==> config.mk <==
export PLATFORM = sky130hd
export DESIGN_NAME = sram_host
export DESIGN_NICKNAME = d
export VERILOG_FILES = /design/src/hdl/sram_host_pkg.sv /design/src/hdl/sram_host.sv
export SDC_FILE = /design/constraint.sdc
export NUM_CORES = 1
export LEC_CHECK = 0
export BUFFER_PORTS_ARGS = -buffer_cell sky130_fd_sc_hd__clkbuf_2
export CORE_ASPECT_RATIO = 1.5
export CORE_MARGIN = 2
export CORE_UTILIZATION = 50
export DETAILED_ROUTE_END_ITERATION = 12
export GPL_TIMING_DRIVEN = 0
export PLACE_DENSITY = 0.78
export SLEW_MARGIN = 20
export SYNTH_ARGS = -nofsm -noshare
export SYNTH_HDL_FRONTEND = slang
export SYNTH_SLANG_ARGS = --single-unit
==> constraint.sdc <==
create_clock -name clk_i -period 2.88 [get_ports clk_i]
set_clock_uncertainty 0.15 [all_clocks]
set_input_delay 0.288 -clock clk_i [delete_from_list [all_inputs] [get_ports clk_i]]
set_output_delay 0.288 -clock clk_i [all_outputs]
set_load 0.02 [all_outputs]
==> src/hdl/sram_host_pkg.sv <==
// shared constants and carrier types for the static ram host controller
package sram_host_pkg;
   localparam int ADDR_W = 14;
   localparam int DATA_W = 4;
   // timing figures in ns, slowest grade, and derived cycle counts at 25 MHz
   localparam int CLK_PERIOD_NS = 40;
   localparam int ACCESS_NS = 70;
   localparam int WRITE_PULSE_NS = 50;
   localparam int WRITE_TO_OUTPUT_OFF_DELAY_NS = 25;
   localparam int ACCESS_CYC =
      (ACCESS_NS + CLK_PERIOD_NS - 1) / CLK_PERIOD_NS;
   localparam int PULSE_CYC =
      (WRITE_PULSE_NS + CLK_PERIOD_NS - 1) / CLK_PERIOD_NS;
   localparam int OFF_CYC =
      (WRITE_TO_OUTPUT_OFF_DELAY_NS + CLK_PERIOD_NS - 1) / CLK_PERIOD_NS;
   // stages between the data pins and the sequencer
   localparam int SYNC_CYC = 2;
   localparam int CNT_W = 4;
   localparam logic [ADDR_W-1:0] ADDR_RST = 14'h0000;
   localparam logic [DATA_W-1:0] DATA_RST = 4'h0;

   typedef struct packed {
      logic write;
      logic [ADDR_W-1:0] word_address;
      logic [DATA_W-1:0] wdata;
   } request_t;

   typedef struct packed {
      logic chip_sel_n;
      logic out_en_n;
      logic write_en_n;
      logic [ADDR_W-1:0] word_address;
   } pins_t;
endpackage

==> src/hdl/sram_host.sv <==
// host controller driving a 16k x 4 asynchronous static ram
// Notes on behaviour
// - read: write enable high, select and output low
// - host drives data only after turn-off delay
// - host may hold output enable high
// - write data set-up/hold to write rising
// - select-ended write references select rising
// - address changes only while write high
`timescale 1ns/10ps
module sram_host (
   input wire logic clk_i,
   input wire logic rstn_i,
   input wire logic req_valid_i,
   input wire sram_host_pkg::request_t req_i,
   output logic req_ready_o,
   output logic rdata_valid_o,
   output logic [sram_host_pkg::DATA_W-1:0] rdata_o,
   output sram_host_pkg::pins_t pins_o,
   input wire logic [sram_host_pkg::DATA_W-1:0] dq_i,
   output logic [sram_host_pkg::DATA_W-1:0] dq_o,
   output logic dq_oe_n_o
);
   typedef enum logic [2:0] {
      IDLE, RD_WAIT, WR_SETUP, WR_PULSE, WR_END
   } state_t;

   // ==========================================================
   // counter helpers
   function automatic logic [sram_host_pkg::CNT_W-1:0] cyc(input int n);
      cyc = sram_host_pkg::CNT_W'(n);
   endfunction

   // a count of one or less means the wait ends this cycle
   function automatic logic count_done(
      input logic [sram_host_pkg::CNT_W-1:0] c
   );
      count_done = (c <= cyc(1));
   endfunction

   function automatic logic [sram_host_pkg::CNT_W-1:0] count_down(
      input logic [sram_host_pkg::CNT_W-1:0] c
   );
      count_down = c - cyc(1);
   endfunction

   // ==========================================================
   // pin input synchroniser
   // the ram answers on its own time, so its data pins are treated
   // as asynchronous; only the second stage feeds the sequencer
   logic [sram_host_pkg::DATA_W-1:0] dq_meta_q, dq_meta_d;
   logic [sram_host_pkg::DATA_W-1:0] dq_sync_q, dq_sync_d;

   always_comb begin
      dq_meta_d = dq_i;
      dq_sync_d = dq_meta_q;
   end

   always_ff @(posedge clk_i or negedge rstn_i) begin
      if (!rstn_i) begin
         dq_meta_q <= sram_host_pkg::DATA_RST;
         dq_sync_q <= sram_host_pkg::DATA_RST;
      end else begin
         dq_meta_q <= dq_meta_d;
         dq_sync_q <= dq_sync_d;
      end
   end

   // ==========================================================
   // sequencer
   state_t state_q, state_d;
   // four bits cover the longest wait, access plus synchroniser
   logic [sram_host_pkg::CNT_W-1:0] cnt_q, cnt_d;
   sram_host_pkg::pins_t pins_q, pins_d;
   logic [sram_host_pkg::DATA_W-1:0] dq_q, dq_d;
   logic oe_n_q, oe_n_d;
   // ready stays low for the first cycle after reset
   logic ready_q, ready_d;
   logic rvalid_q, rvalid_d;
   logic [sram_host_pkg::DATA_W-1:0] rdata_q, rdata_d;

   // ==========================================================
   // sequencer next state
   always_comb begin
      state_d = state_q;
      cnt_d = cnt_q;
      pins_d = pins_q;
      dq_d = dq_q;
      oe_n_d = oe_n_q;
      ready_d = ready_q;
      // read valid is a one-cycle pulse
      rvalid_d = 1'b0;
      rdata_d = rdata_q;
      case (state_q)
         IDLE: begin
            // deselect between transfers; nothing is driven
            pins_d.chip_sel_n = 1'b1;
            pins_d.out_en_n = 1'b1;
            // the address only moves while write enable is high
            pins_d.write_en_n = 1'b1;
            oe_n_d = 1'b1;
            ready_d = 1'b1;
            if (req_valid_i && ready_q) begin
               ready_d = 1'b0;
               pins_d.word_address = req_i.word_address;
               dq_d = req_i.wdata;
               if (req_i.write) begin
                  // select first, output enable held high for the
                  // whole write so the ram never fights our data
                  pins_d.chip_sel_n = 1'b0;
                  state_d = WR_SETUP;
                  cnt_d = cyc(sram_host_pkg::OFF_CYC);
               end else begin
                  pins_d.chip_sel_n = 1'b0;
                  pins_d.out_en_n = 1'b0;
                  // access time plus the two synchroniser stages
                  cnt_d = cyc(sram_host_pkg::ACCESS_CYC +
                              sram_host_pkg::SYNC_CYC);
                  state_d = RD_WAIT;
               end
            end
         end

         RD_WAIT: begin
            if (!count_done(cnt_q)) begin
               cnt_d = count_down(cnt_q);
            end else begin
               rdata_d = dq_sync_q;
               rvalid_d = 1'b1;
               pins_d.chip_sel_n = 1'b1;
               pins_d.out_en_n = 1'b1;
               state_d = IDLE;
            end
         end

         WR_SETUP: begin
            // the turn-off delay passes from select before we drive;
            // output enable stays high, so the ram is quiet by then
            if (!count_done(cnt_q)) begin
               cnt_d = count_down(cnt_q);
            end else begin
               // address stable before write falls, write falls last
               pins_d.write_en_n = 1'b0;
               oe_n_d = 1'b0;
               cnt_d = cyc(sram_host_pkg::PULSE_CYC);
               state_d = WR_PULSE;
            end
         end

         WR_PULSE: begin
            // write enable stays low for the whole pulse count
            if (!count_done(cnt_q)) begin
               cnt_d = count_down(cnt_q);
            end else begin
               // write rising ends the cycle; data still held
               pins_d.write_en_n = 1'b1;
               state_d = WR_END;
            end
         end

         WR_END: begin
            // data held one cycle past the write rising edge; select
            // rises with the release, so its hold is met as well
            oe_n_d = 1'b1;
            pins_d.chip_sel_n = 1'b1;
            state_d = IDLE;
         end

         default: begin
            state_d = IDLE;
         end
      endcase
   end

   // ==========================================================
   // sequencer registers
   // the reset state deselects the ram and releases the bus
   always_ff @(posedge clk_i or negedge rstn_i) begin
      if (!rstn_i) begin
         state_q <= IDLE;
         cnt_q <= '0;
         pins_q <= '{chip_sel_n: 1'b1,
                     out_en_n: 1'b1,
                     write_en_n: 1'b1,
                     word_address: sram_host_pkg::ADDR_RST};
         dq_q <= sram_host_pkg::DATA_RST;
         oe_n_q <= 1'b1;
         ready_q <= 1'b0;
         rvalid_q <= 1'b0;
         rdata_q <= sram_host_pkg::DATA_RST;
      end else begin
         state_q <= state_d;
         cnt_q <= cnt_d;
         pins_q <= pins_d;
         dq_q <= dq_d;
         oe_n_q <= oe_n_d;
         ready_q <= ready_d;
         rvalid_q <= rvalid_d;
         rdata_q <= rdata_d;
      end
   end

   // ==========================================================
   // outputs
   // every output is a register; nothing combinational reaches a pin
   assign pins_o = pins_q;
   assign dq_o = dq_q;
   assign dq_oe_n_o = oe_n_q;
   assign req_ready_o = ready_q;
   assign rdata_valid_o = rvalid_q;
   assign rdata_o = rdata_q;
endmodule // sram_host

* Yosys cells after proc, flatten, opt, wreduce, memory -nomap -nowiden
Cells that the tools add are included.
Cells by class: equality and inequality tests 9, muxes and demuxes 23, order comparisons 1, add/sub/neg operators 1, reductions and logical operators 17
Operators with widths (number):
- two-way mux 3 bit | 5
- two-way mux 4 bit | 3
- one-hot mux 3 bit (4 select lines) | 1
- one-hot mux 4 bit (3 select lines) | 1
- != test 2 bit (second input constant) | 5
- AND reduction 2 bit | 5
- nonzero test 3 bit | 3
- == test 3 x 2 -> 1 bit (second input constant) | 2
- two-way mux 1 bit | 6
- two-way mux 2 bit | 3
- one-hot mux 1 bit (3 select lines) | 2
- AND reduction 3 bit | 2
- <= comparator 4 x 1 -> 1 bit (second input constant) | 1
- one-hot mux 1 bit (2 select lines) | 2
- AND reduction 4 bit | 1
- nonzero test 2 bit | 2
- OR reduction 2 bit | 2
- subtractor 4 x 1 -> 4 bit (second input constant) | 1
- == test 3 x 1 -> 1 bit (second input constant) | 1
- == test 3 bit (second input constant) | 1
- logical NOT 3 bit | 1
- logical AND 1 bit | 1
Storage, ports and cells: word-level logic and storage cells 64, input port bits 26, flip-flop bits (word level) 43, output and inout bits 28

* Longest topological paths before layout
Gate-level depths: netlist of the first run.
word-level depth 4, gate-level depth with buffers 7, mapped depth without buffers 6

* Worst setup path before layout of the first run
Ideal clock, no wire load.
path kind flip-flop to flip-flop, from register cnt_q[0] (netlist name), to register cnt_q[2] (netlist name), path buffers 1, period minus slack after synthesis 2.002 ns, setup time 0.129 ns, path slack 0.878 ns, cell stages (with the launch flop) 8, data arrival time 1.723 ns, data required time 2.601 ns, cell sequence dfrtp_1 -> inv_1 -> ha_1 -> or2_1 -> buf_6 -> a311o_1 -> o31ai_1 -> o21ai_1
Between the ends: cells in the longest elaborated chain, start to end 3, elaborated cells between the ends (all ways) 7, classes of those cells add/sub: 1; order compare: 1; eq/ne: 1; mux: 3; reduce/logical: 1
RTL lines:
- start, declared | line sram_host.sv:72 | logic [sram_host_pkg::CNT_W-1:0] cnt_q, cnt_d;
- start signal, assigned | line sram_host.sv:192 | cnt_q <= cnt_d;
- subtractor 4 x 1 -> 4 bit or <= comparator 4 x 1 -> 1 bit (tied branches) | line sram_host.sv:43, sram_host.sv:37
- two-way mux 4 bit, or another cell as far along | line sram_host.sv:124, sram_host.sv:151
- one-hot mux 4 bit (3 select lines) or AND reduction 3 bit (tied branches)
Several ways; a longest one is shown, not always the timed one. The select of a mux whose other input is x is not followed. A chain may end at the register's enable or synchronous reset.

* Worst setup path in the final report of the first run
Same ends and word-level chain as after synthesis.

==> results.toml, run 1 <==
[drt]
wl_met3_um = 170
firstDrtPassIters = 4
drt-met1-wl_um = 1260
vias_per_cell = 5.43
drtAntennaViolNets = 0
post-route-drc-count = 0
vias = 1309
wirelength_um = 3550
avgRoutedWirePerCell_um = 14.7
first_iter_violations = 21
met2_length_um = 2000
routed.top_layer = "met4"

[synth]
synthCells = 134
synthArstFlopShare = 1.00
synth_area_leaders = "dfrtp_1 (55%), mux2_2 (14%), dfstp_2 (5.9%), a21oi_1 (2.0%), o21ai_0 (2.0%)"
yosys.area.top_type_share = 0.550
yosysWarnings = 0
yosysTopAreaCell = "dfrtp_1"
ys_ff_latch = 43
synth_area_um2 = 1770
syn_nets = 162
synth-edff-count = 0
synth-main-ff-cell = "dfrtp_1"
syn_area_per_cell_um2 = 13.2
ys_types = 40
ys_seq_area_frac = 0.610

[critical_path]
ff2ff_path_depth = 7
critPathMaxFanout = 7
crit_path_end_kind = "flip-flop"
crit_required_ps = 2900
criticalPathCategory = "flip-flop to flip-flop"
worstSetupStartpointType = "flip-flop"
crit_arrival_ps = 2220

[min_path]
hold_class = "input port to async pin"

[timing]
rsz0062_at_grt = "no"
worst_pin_slew_ps = 891
timing.hold.ws_ps = -34.1
final.period_utilization = 0.765
fmax_ghz = 0.454
drv_slew = 0
setup_viol = 0
fin_ws_ps = 678
min_period_ps = 2200
finalHoldViolations = 39
fin_setup_tns_ps = 0
maxSlewHeadroom = 0.406

[power]
p_leak_nw = 1.05
ir_drop_uv = 786
fin_total_pwr_mw = 2.73
cellPowerDensity_nw_per_um2 = 1220

[clock_network]
numCtsBuffers = 5
clockRootBuffer = "clkbuf_8"
cts_tree = "done"
post_cts.repair.setup_buffers = 0
h-tree-depth = 2
clock_latency_ps = 290
clockBufferDepth = 2
path_clk_slew_ps = 80
clock-sinks = 43

[finish]
drive_gt1_frac = 0.477
num_antenna_cells = 0
layout_common_cells = "clkbuf_2 (52), dfrtp_1 (39), mux2_2 (22)"
area_growth_pct = 25.8
mostFrequentLayoutCell = "clkbuf_2"
fin_util = 0.653
nets = 226

[place]
post-place-ws_ps = 713
gp_congestion = 0.900
io_buffers = 53
post-dp-hpwl_um = 2720

[die]
die_h_um = 76.9
start_util = 0.519
placementRows = 26
core_area_um2 = 3420
die-area_um2 = 4050
ios = 54
fp.dieW_um = 52.6

[run_status]
status = "finished, violations left"
violations = "hold timing"

[job]
drv_cap = 0

[global_route]
grt_max_degree = 44
overflow = 0
grt_pass1_wl_um = 6000
grt_pass1_vias = 1383
antenna_found_initial = 0
grt.total_usage = 0.201
cell families after synthesis:
group                    share of synthesized area
buffers and inverters                       0.0275
flip-flops                                   0.610
AO/OA/AOI/OAI                                0.123
multiplexers                                 0.140
adder cells (fa/ha/maj)                     0.0141
AND/OR/NAND/NOR                             0.0861
synthesized netlist by cell type, types with 2 or more instances:
| cell | n |
|---|---|
| inv_1 | 4 |
| dfrtp_1 | 39 |
| nor3_1 | 4 |
| nand2b_1 | 2 |
| mux2_2 | 22 |
| a211oi_1 | 3 |
| o31ai_1 | 2 |
| buf_2 | 3 |
| ha_1 | 2 |
| o21ai_0 | 7 |
| dfstp_2 | 4 |
| a21oi_1 | 7 |
| nor2_1 | 4 |
| nand2_1 | 5 |
worst paths after layout:
path                              start      endpoint  slack, ps
max in group asynchronous        rstn_i    pins_o[10]       2050
hold reg to reg            dq_meta_q[0]  dq_sync_q[0]        200
min in group clk_i            req_i[10]     pins_o[6]         70
setup reg to reg               cnt_q[0]      cnt_q[2]        680
hold / removal                   rstn_i    state_q[2]        -30
setup / recovery               cnt_q[0]      cnt_q[2]        680
layout make-up:
| class | count | area (um2) |
|---|---|---|
| fillers | 277 | 1180 |
| flip-flops and latches | 43 | 1080 |
| multi-input cells | 81 | 643 |
| repair buffers | 57 | 305 |
| clock buffers | 8 | 100 |
| well taps | 42 | 52.6 |
| plain buffers | 6 | 33.8 |
| inverters | 4 | 15.0 |
report_power, final:
part	internal [mW]	leakage [nW]	switching [mW]	total, mW
Sequential	0.862	0.508	0.155	1.02
Clock	0.219	0.0515	0.187	0.406
Combinational	0.544	0.488	0.764	1.31
metal layers:
layer | vias to the layer above | global-route usage
li1 | 614 | -
met1 | 638 | 0.214
met2 | 44 | 0.343
met3 | 13 | 0.0603
met4 | 0 | 0.103
met5 | - | 0
worst max-delay path, cell delays in order, from the launching register on:
cell	delay, ps
dfrtp_1	410
inv_1	80
ha_1	250
or2_1	250
buf_6	130
a311o_1	430
o31ai_1	280
o21ai_1	110
stage by stage:
| step | std cells | cell area, um2 |
|---|---|---|
| 3_5_place_dp | 229 | 2090 |
| 6_report | 241 | 2230 |
| 5_1_grt | 241 | 2230 |
| 2_1_floorplan | 134 | 1770 |
| 4_1_cts | 241 | 2230 |
| 3_3_place_gp | 229 | 2090 |
state kept, by name (all words and copies together), names as in the netlist, 3 cells and up:
signal	count
dq_meta_q	4
dq_o	4
rdata_o	4
dq_sync_q	4
pins_o	17
state_q	3
cnt_q	4
timing repair:
item	4_1_cts	5_1_grt
hold buffers	4	0
hold endpoints to repair	4	0
endpoints found under the setup margin	0	0
gates resized for setup	0	0
(Power assumes the default switching activity.)
==> run 2: changes to the inputs <==
--- a/config.mk
+++ b/config.mk
@@ -8,10 +8,10 @@
 export BUFFER_PORTS_ARGS = -buffer_cell sky130_fd_sc_hd__clkbuf_2
 export CORE_ASPECT_RATIO = 1.5
 export CORE_MARGIN = 2
-export CORE_UTILIZATION = 50
+export CORE_UTILIZATION = 45
 export DETAILED_ROUTE_END_ITERATION = 12
 export GPL_TIMING_DRIVEN = 0
-export PLACE_DENSITY = 0.78
+export PLACE_DENSITY = 0.74
 export SLEW_MARGIN = 20
 export SYNTH_ARGS = -nofsm -noshare
 export SYNTH_HDL_FRONTEND = slang
==> constraint.sdc (replaced) <==
create_clock -name clk_i -period 1.8 [get_ports clk_i]
set_clock_uncertainty 0.15 [all_clocks]
set_input_delay 0.18 -clock clk_i [delete_from_list [all_inputs] [get_ports clk_i]]
set_output_delay 0.18 -clock clk_i [all_outputs]
set_load 0.02 [all_outputs]
==> run 2 against run 1 <==
The run ends with setup timing left. Largest power group unchanged. Die area up 10%. First-iteration DRC count grew 29%. Flip-flop and latch count unchanged. Via count up 11%. Global-route usage rose by 0.17 points. Critical path depth increased by 1. Maximum frequency is 9.2% higher. Final cell count up 13%.
==> results.toml, run 2 (synthesized netlist as in run 1, its figures left out) <==
[run_status]
status = "finished, violations left"
violations = "setup timing"

[die]
placementRows = 27
die_h_um = 80.9
die-area_um2 = 4470
start_util = 0.477
core_area_um2 = 3720
ios = 54
fp.dieW_um = 55.3

[power]
ir_drop_uv = 1350
fin_total_pwr_mw = 4.91
cellPowerDensity_nw_per_um2 = 1890
p_leak_nw = 1.20

[clock_network]
h-tree-depth = 2
clock-sinks = 43
clockBufferDepth = 2
numCtsBuffers = 5
path_clk_slew_ps = 80
cts_tree = "done"
clock_latency_ps = 290
clockRootBuffer = "clkbuf_8"

[finish]
area_growth_pct = 46.7
mostFrequentLayoutCell = "clkbuf_2"
nets = 257
num_antenna_cells = 0
finalNonFillerCells = 273
layout_common_cells = "clkbuf_2 (52), dfrtp_1 (39), dlygate4sd3_1 (23), mux2_2 (18), buf_4 (8)"
largest_reg_flops = 17
drive_gt1_frac = 0.517

[critical_path]
worstSetupStartpointType = "flip-flop"
crit_required_ps = 1810
worstPathCellList = "inv_2, ha_4, or2_1, buf_6, a311o_1, buf_4, nand2_1, o31ai_1"
slowest_delay_ps = 430
crit_family = "compound AO/OA/AOI/OAI gates"
rrSetupSlack_ps = -220
crit_path_end_kind = "flip-flop"
crit_buf_inv = 3
worst_path_max_delay_cell = "dfrtp_1"
crit_arrival_ps = 2020
criticalPathCategory = "flip-flop to flip-flop"
critPathMaxFanout = 6

[timing]
fin_ws_ps = -216
fmax_ghz = 0.496
worst_pin_slew_ps = 930
timing.hold.ws_ps = 46.2
finalHoldViolations = 0
min_period_ps = 2020
fin_setup_tns_ps = -1410
final.period_utilization = 1.12
maxSlewHeadroom = 0.380
setup_viol = 12
drv_slew = 0
rsz0062_at_grt = "yes"

[global_route]
grt_max_degree = 44
antenna_found_initial = 0
overflow = 0
grt.total_usage = 0.202
grt_pass1_wl_um = 7130
grt_pass1_vias = 1555

[job]
drv_cap = 0

[drt]
first_iter_violations = 27
drtAntennaViolNets = 0
post-route-drc-count = 0
wirelength_um = 4340
avgRoutedWirePerCell_um = 15.9
firstDrtPassIters = 4
vias = 1459
vias_per_cell = 5.34

[place]
io_buffers = 53
placed_cells = 230
post-dp-hpwl_um = 2810
gp_congestion = 0.808

[min_path]
hold_class = "input port to flip-flop"
-- run 2: cell count changes in the layout (fill, tap and decap cells not counted), sizes merged --
cell         change
dlygate4sd3     +19
clkinvlp         +1
clkinv           +1
clkbuf           -2
buf             +12
-- run 2: per-layer routing --
layer  up-vias  track usage  part of all wire
li1        669            -                 -
met1       728        0.223              0.37
met2        50        0.370              0.56
met3        12       0.0494             0.041
met4         0       0.0854             0.025
met5         -            0                 0
-- run 2: layout make-up --
type,instances,area [um2]
buffer,6,33.8
clock buffer,6,72.6
clock inverter,2,12.5
fill,266,1110
inverter,4,15.0
multi-input combinational,81,732
sequential,43,1080
tap,43,53.8
timing repair buffer,88,601
-- run 2: stage by stage --
stage	setup WS [ps]	utilization	cell area, um2
3_5_place_dp	-342	0.564	2090
4_1_cts	-201	0.688	2550
5_1_grt	-290	0.700	2600
3_3_place_gp	-240	0.564	2090
6_report	-216	0.700	2600
2_1_floorplan	-71.4	-	1780
-- run 2: power by group --
part	internal [mW]	total (mW)	switching, mW	leakage, nW
registers	1.38	1.65	0.274	0.508
logic	1.25	2.66	1.42	0.648
clock network	0.271	0.594	0.323	0.0412
-- run 2: worst min-delay path, cell delays in order --
cell and delay (ps):
clkbuf_2 110, nand4_1 90, a21oi_1 60
-- run 2: final timing paths --
check,endpoint,start,cells after the start
worst max-delay path,cnt_q[3],cnt_q[0],8
worst min-delay path,state_q[1],req_valid_i,3
worst max register to register,cnt_q[3],cnt_q[0],8
worst min register to register,dq_sync_q[1],dq_meta_q[1],0
max in group asynchronous,pins_o[13],rstn_i,2
min in group asynchronous,cnt_q[3],rstn_i,2
-- run 2: repair_timing --
item                                   4_1_cts  5_1_grt
setup endpoints to repair                   10       15
setup buffers                                9        3
gates resized for setup                     17        9
pin swaps                                    6        7
hold buffers                                23        0
endpoints found under the hold margin       61        0
==> run 3: changes to the inputs <==
--- a/config.mk
+++ b/config.mk
@@ -7,7 +7,7 @@
 export LEC_CHECK = 0
 export BUFFER_PORTS_ARGS = -buffer_cell sky130_fd_sc_hd__clkbuf_2
 export CORE_ASPECT_RATIO = 1.5
-export CORE_MARGIN = 2
+export CORE_MARGIN = 5
 export CORE_UTILIZATION = 45
 export DETAILED_ROUTE_END_ITERATION = 12
 export GPL_TIMING_DRIVEN = 0
==> run 3 against run 2 <==
The run still ends with setup timing left. Critical path depth decreased by 2. Core utilization decreased by 3.4 points. Highest routed layer unchanged. Routed wire length increased by 2.7%. Setup slack improved by 44 ps. Largest power group unchanged. Final cell count increased by 1.1%.
==> results.toml, run 3 (synthesized netlist as in run 1, its figures left out) <==
[critical_path]
crit_path_end_kind = "flip-flop"
worstPathCellList = "inv_2, ha_4, or2_4, a311o_1, buf_4, o41ai_4"
worstSetupStartpointType = "flip-flop"
crit_arrival_ps = 2020
crit_required_ps = 1840
worst_path_max_delay_cell = "dfrtp_2"
slowest_delay_ps = 420
criticalPathCategory = "flip-flop to flip-flop"
critPathMaxFanout = 5

[timing]
rsz0062_at_grt = "yes"
drv_slew = 0
fmax_ghz = 0.507
worst_pin_slew_ps = 912
final.period_utilization = 1.10
finalHoldViolations = 0
setup_viol = 7
maxSlewHeadroom = 0.392
min_period_ps = 1970
fin_ws_ps = -173

[drt]
drtAntennaViolNets = 0
firstDrtPassIters = 4
first_iter_violations = 46
avgRoutedWirePerCell_um = 16.1
vias_per_cell = 5.34
wirelength_um = 4460
post-route-drc-count = 0
vias = 1475

[clock_network]
clockRootBuffer = "clkbuf_8"
clockBufferDepth = 2
clock-sinks = 43
path_clk_slew_ps = 80
h-tree-depth = 2
clock_latency_ps = 290
numCtsBuffers = 5
cts_tree = "done"

[power]
cellPowerDensity_nw_per_um2 = 1880
p_leak_nw = 1.21
fin_total_pwr_mw = 4.86
ir_drop_uv = 1350

[finish]
layout_common_cells = "clkbuf_2 (52), dfrtp_1 (38), dlygate4sd3_1 (23), mux2_2 (18), buf_4 (13)"
num_antenna_cells = 0
drive_gt1_frac = 0.511
largest_reg_flops = 17
area_growth_pct = 46.2
finalNonFillerCells = 276
mostFrequentLayoutCell = "clkbuf_2"
nets = 259

[die]
placementRows = 28
die_h_um = 86.9
ios = 54
start_util = 0.456
die-area_um2 = 5320
fp.dieW_um = 61.3
core_area_um2 = 3890

[min_path]
hold_class = "input port to flip-flop"

[place]
io_buffers = 53
gp_congestion = 0.827
post-dp-hpwl_um = 2870
post-place-ws_ps = -266
placed_cells = 232

[global_route]
grt.total_usage = 0.184
grt_pass1_wl_um = 7340
overflow = 0
antenna_found_initial = 0
grt_pass1_vias = 1639
grt_max_degree = 44

[run_status]
violations = "setup timing"
status = "finished, violations left"

[job]
drv_cap = 0
==> run 3: cell count changes in the layout (fill, tap and decap cells not counted), moves of 2 or more <==
cell	before	now
a21oi_2	2	0
a21oi_1	5	7
o21ai_0	3	6
buf_4	8	13
buf_6	5	2
o21ai_1	5	2
==> run 3: routing by layer <==
metal | vias to the layer above | global-route usage | share of wire
met1 | 734 | 0.197 | 0.35
met2 | 53 | 0.336 | 0.57
met3 | 12 | 0.0519 | 0.053
met4 | 0 | 0.0552 | 0.024
li1 | 676 | - | -
met5 | - | 0 | 0
==> run 3: power by group <==
part / switching, mW / internal [mW]
sequential: 0.273 / 1.38
clock: 0.308 / 0.301
combinational: 1.39 / 1.21
total: 1.97 / 2.89
==> run 3: worst paths after layout <==
path / endpoint / cells past startpoint / slack (ps) / startpoint
max in group asynchronous: cnt_q[0] / 2 / 450 / rstn_i
max reg2reg: cnt_q[1] / 6 / -170 / cnt_q[0]
max: cnt_q[1] / 6 / -170 / cnt_q[0]
min reg2reg: dq_sync_q[2] / 0 / 200 / dq_meta_q[2]
min: cnt_q[0] / 3 / 40 / req_i[18]
min in group asynchronous: pins_o[3] / 2 / 420 / rstn_i
==> run 3: per-stage QoR <==
| stage | TNS, ps | cell area, um2 | util | hold WS (ps) |
|---|---|---|---|---|
| after detailed placement | -1680 | 2100 | 0.539 | 140 |
| after global routing | -1130 | 2590 | 0.666 | 35.8 |
| after floorplan | -344 | 1780 | - | -266 |
| after global placement | -1320 | 2100 | 0.539 | 138 |
| final | -645 | 2590 | 0.666 | 36.0 |
| after CTS | -1100 | 2510 | 0.644 | 30.2 |
==> run 3: critical path, delay by kind of cell (launching register included) <==
family	cells	cell delay, ps
flip-flops	1	420
adder cells (fa/ha/maj)	1	160
AND/OR/NAND/NOR	1	270
buffers and inverters	2	240
AO/OA/AOI/OAI	2	630
==> run 3: layout make-up <==
type / count / area [um2]
Tap cell: 45 / 56.3
Sequential cell: 43 / 1080
Buffer: 5 / 22.5
Fill cell: 267 / 1300
Clock buffer: 6 / 82.6
Multi-Input combinational cell: 81 / 712
Timing Repair Buffer: 91 / 616
Inverter: 4 / 15.0
Clock inverter: 1 / 5.00
==> run 3: timing repair <==
action | CTS | global route
gates resized for setup | 7 | 12
setup buffers | 9 | 8
cloned | 0 | 0
pin swaps | 1 | 6
hold buffers | 23 | 0
endpoints found under the setup margin | 10 | 13
hold endpoints to repair | 61 | 0
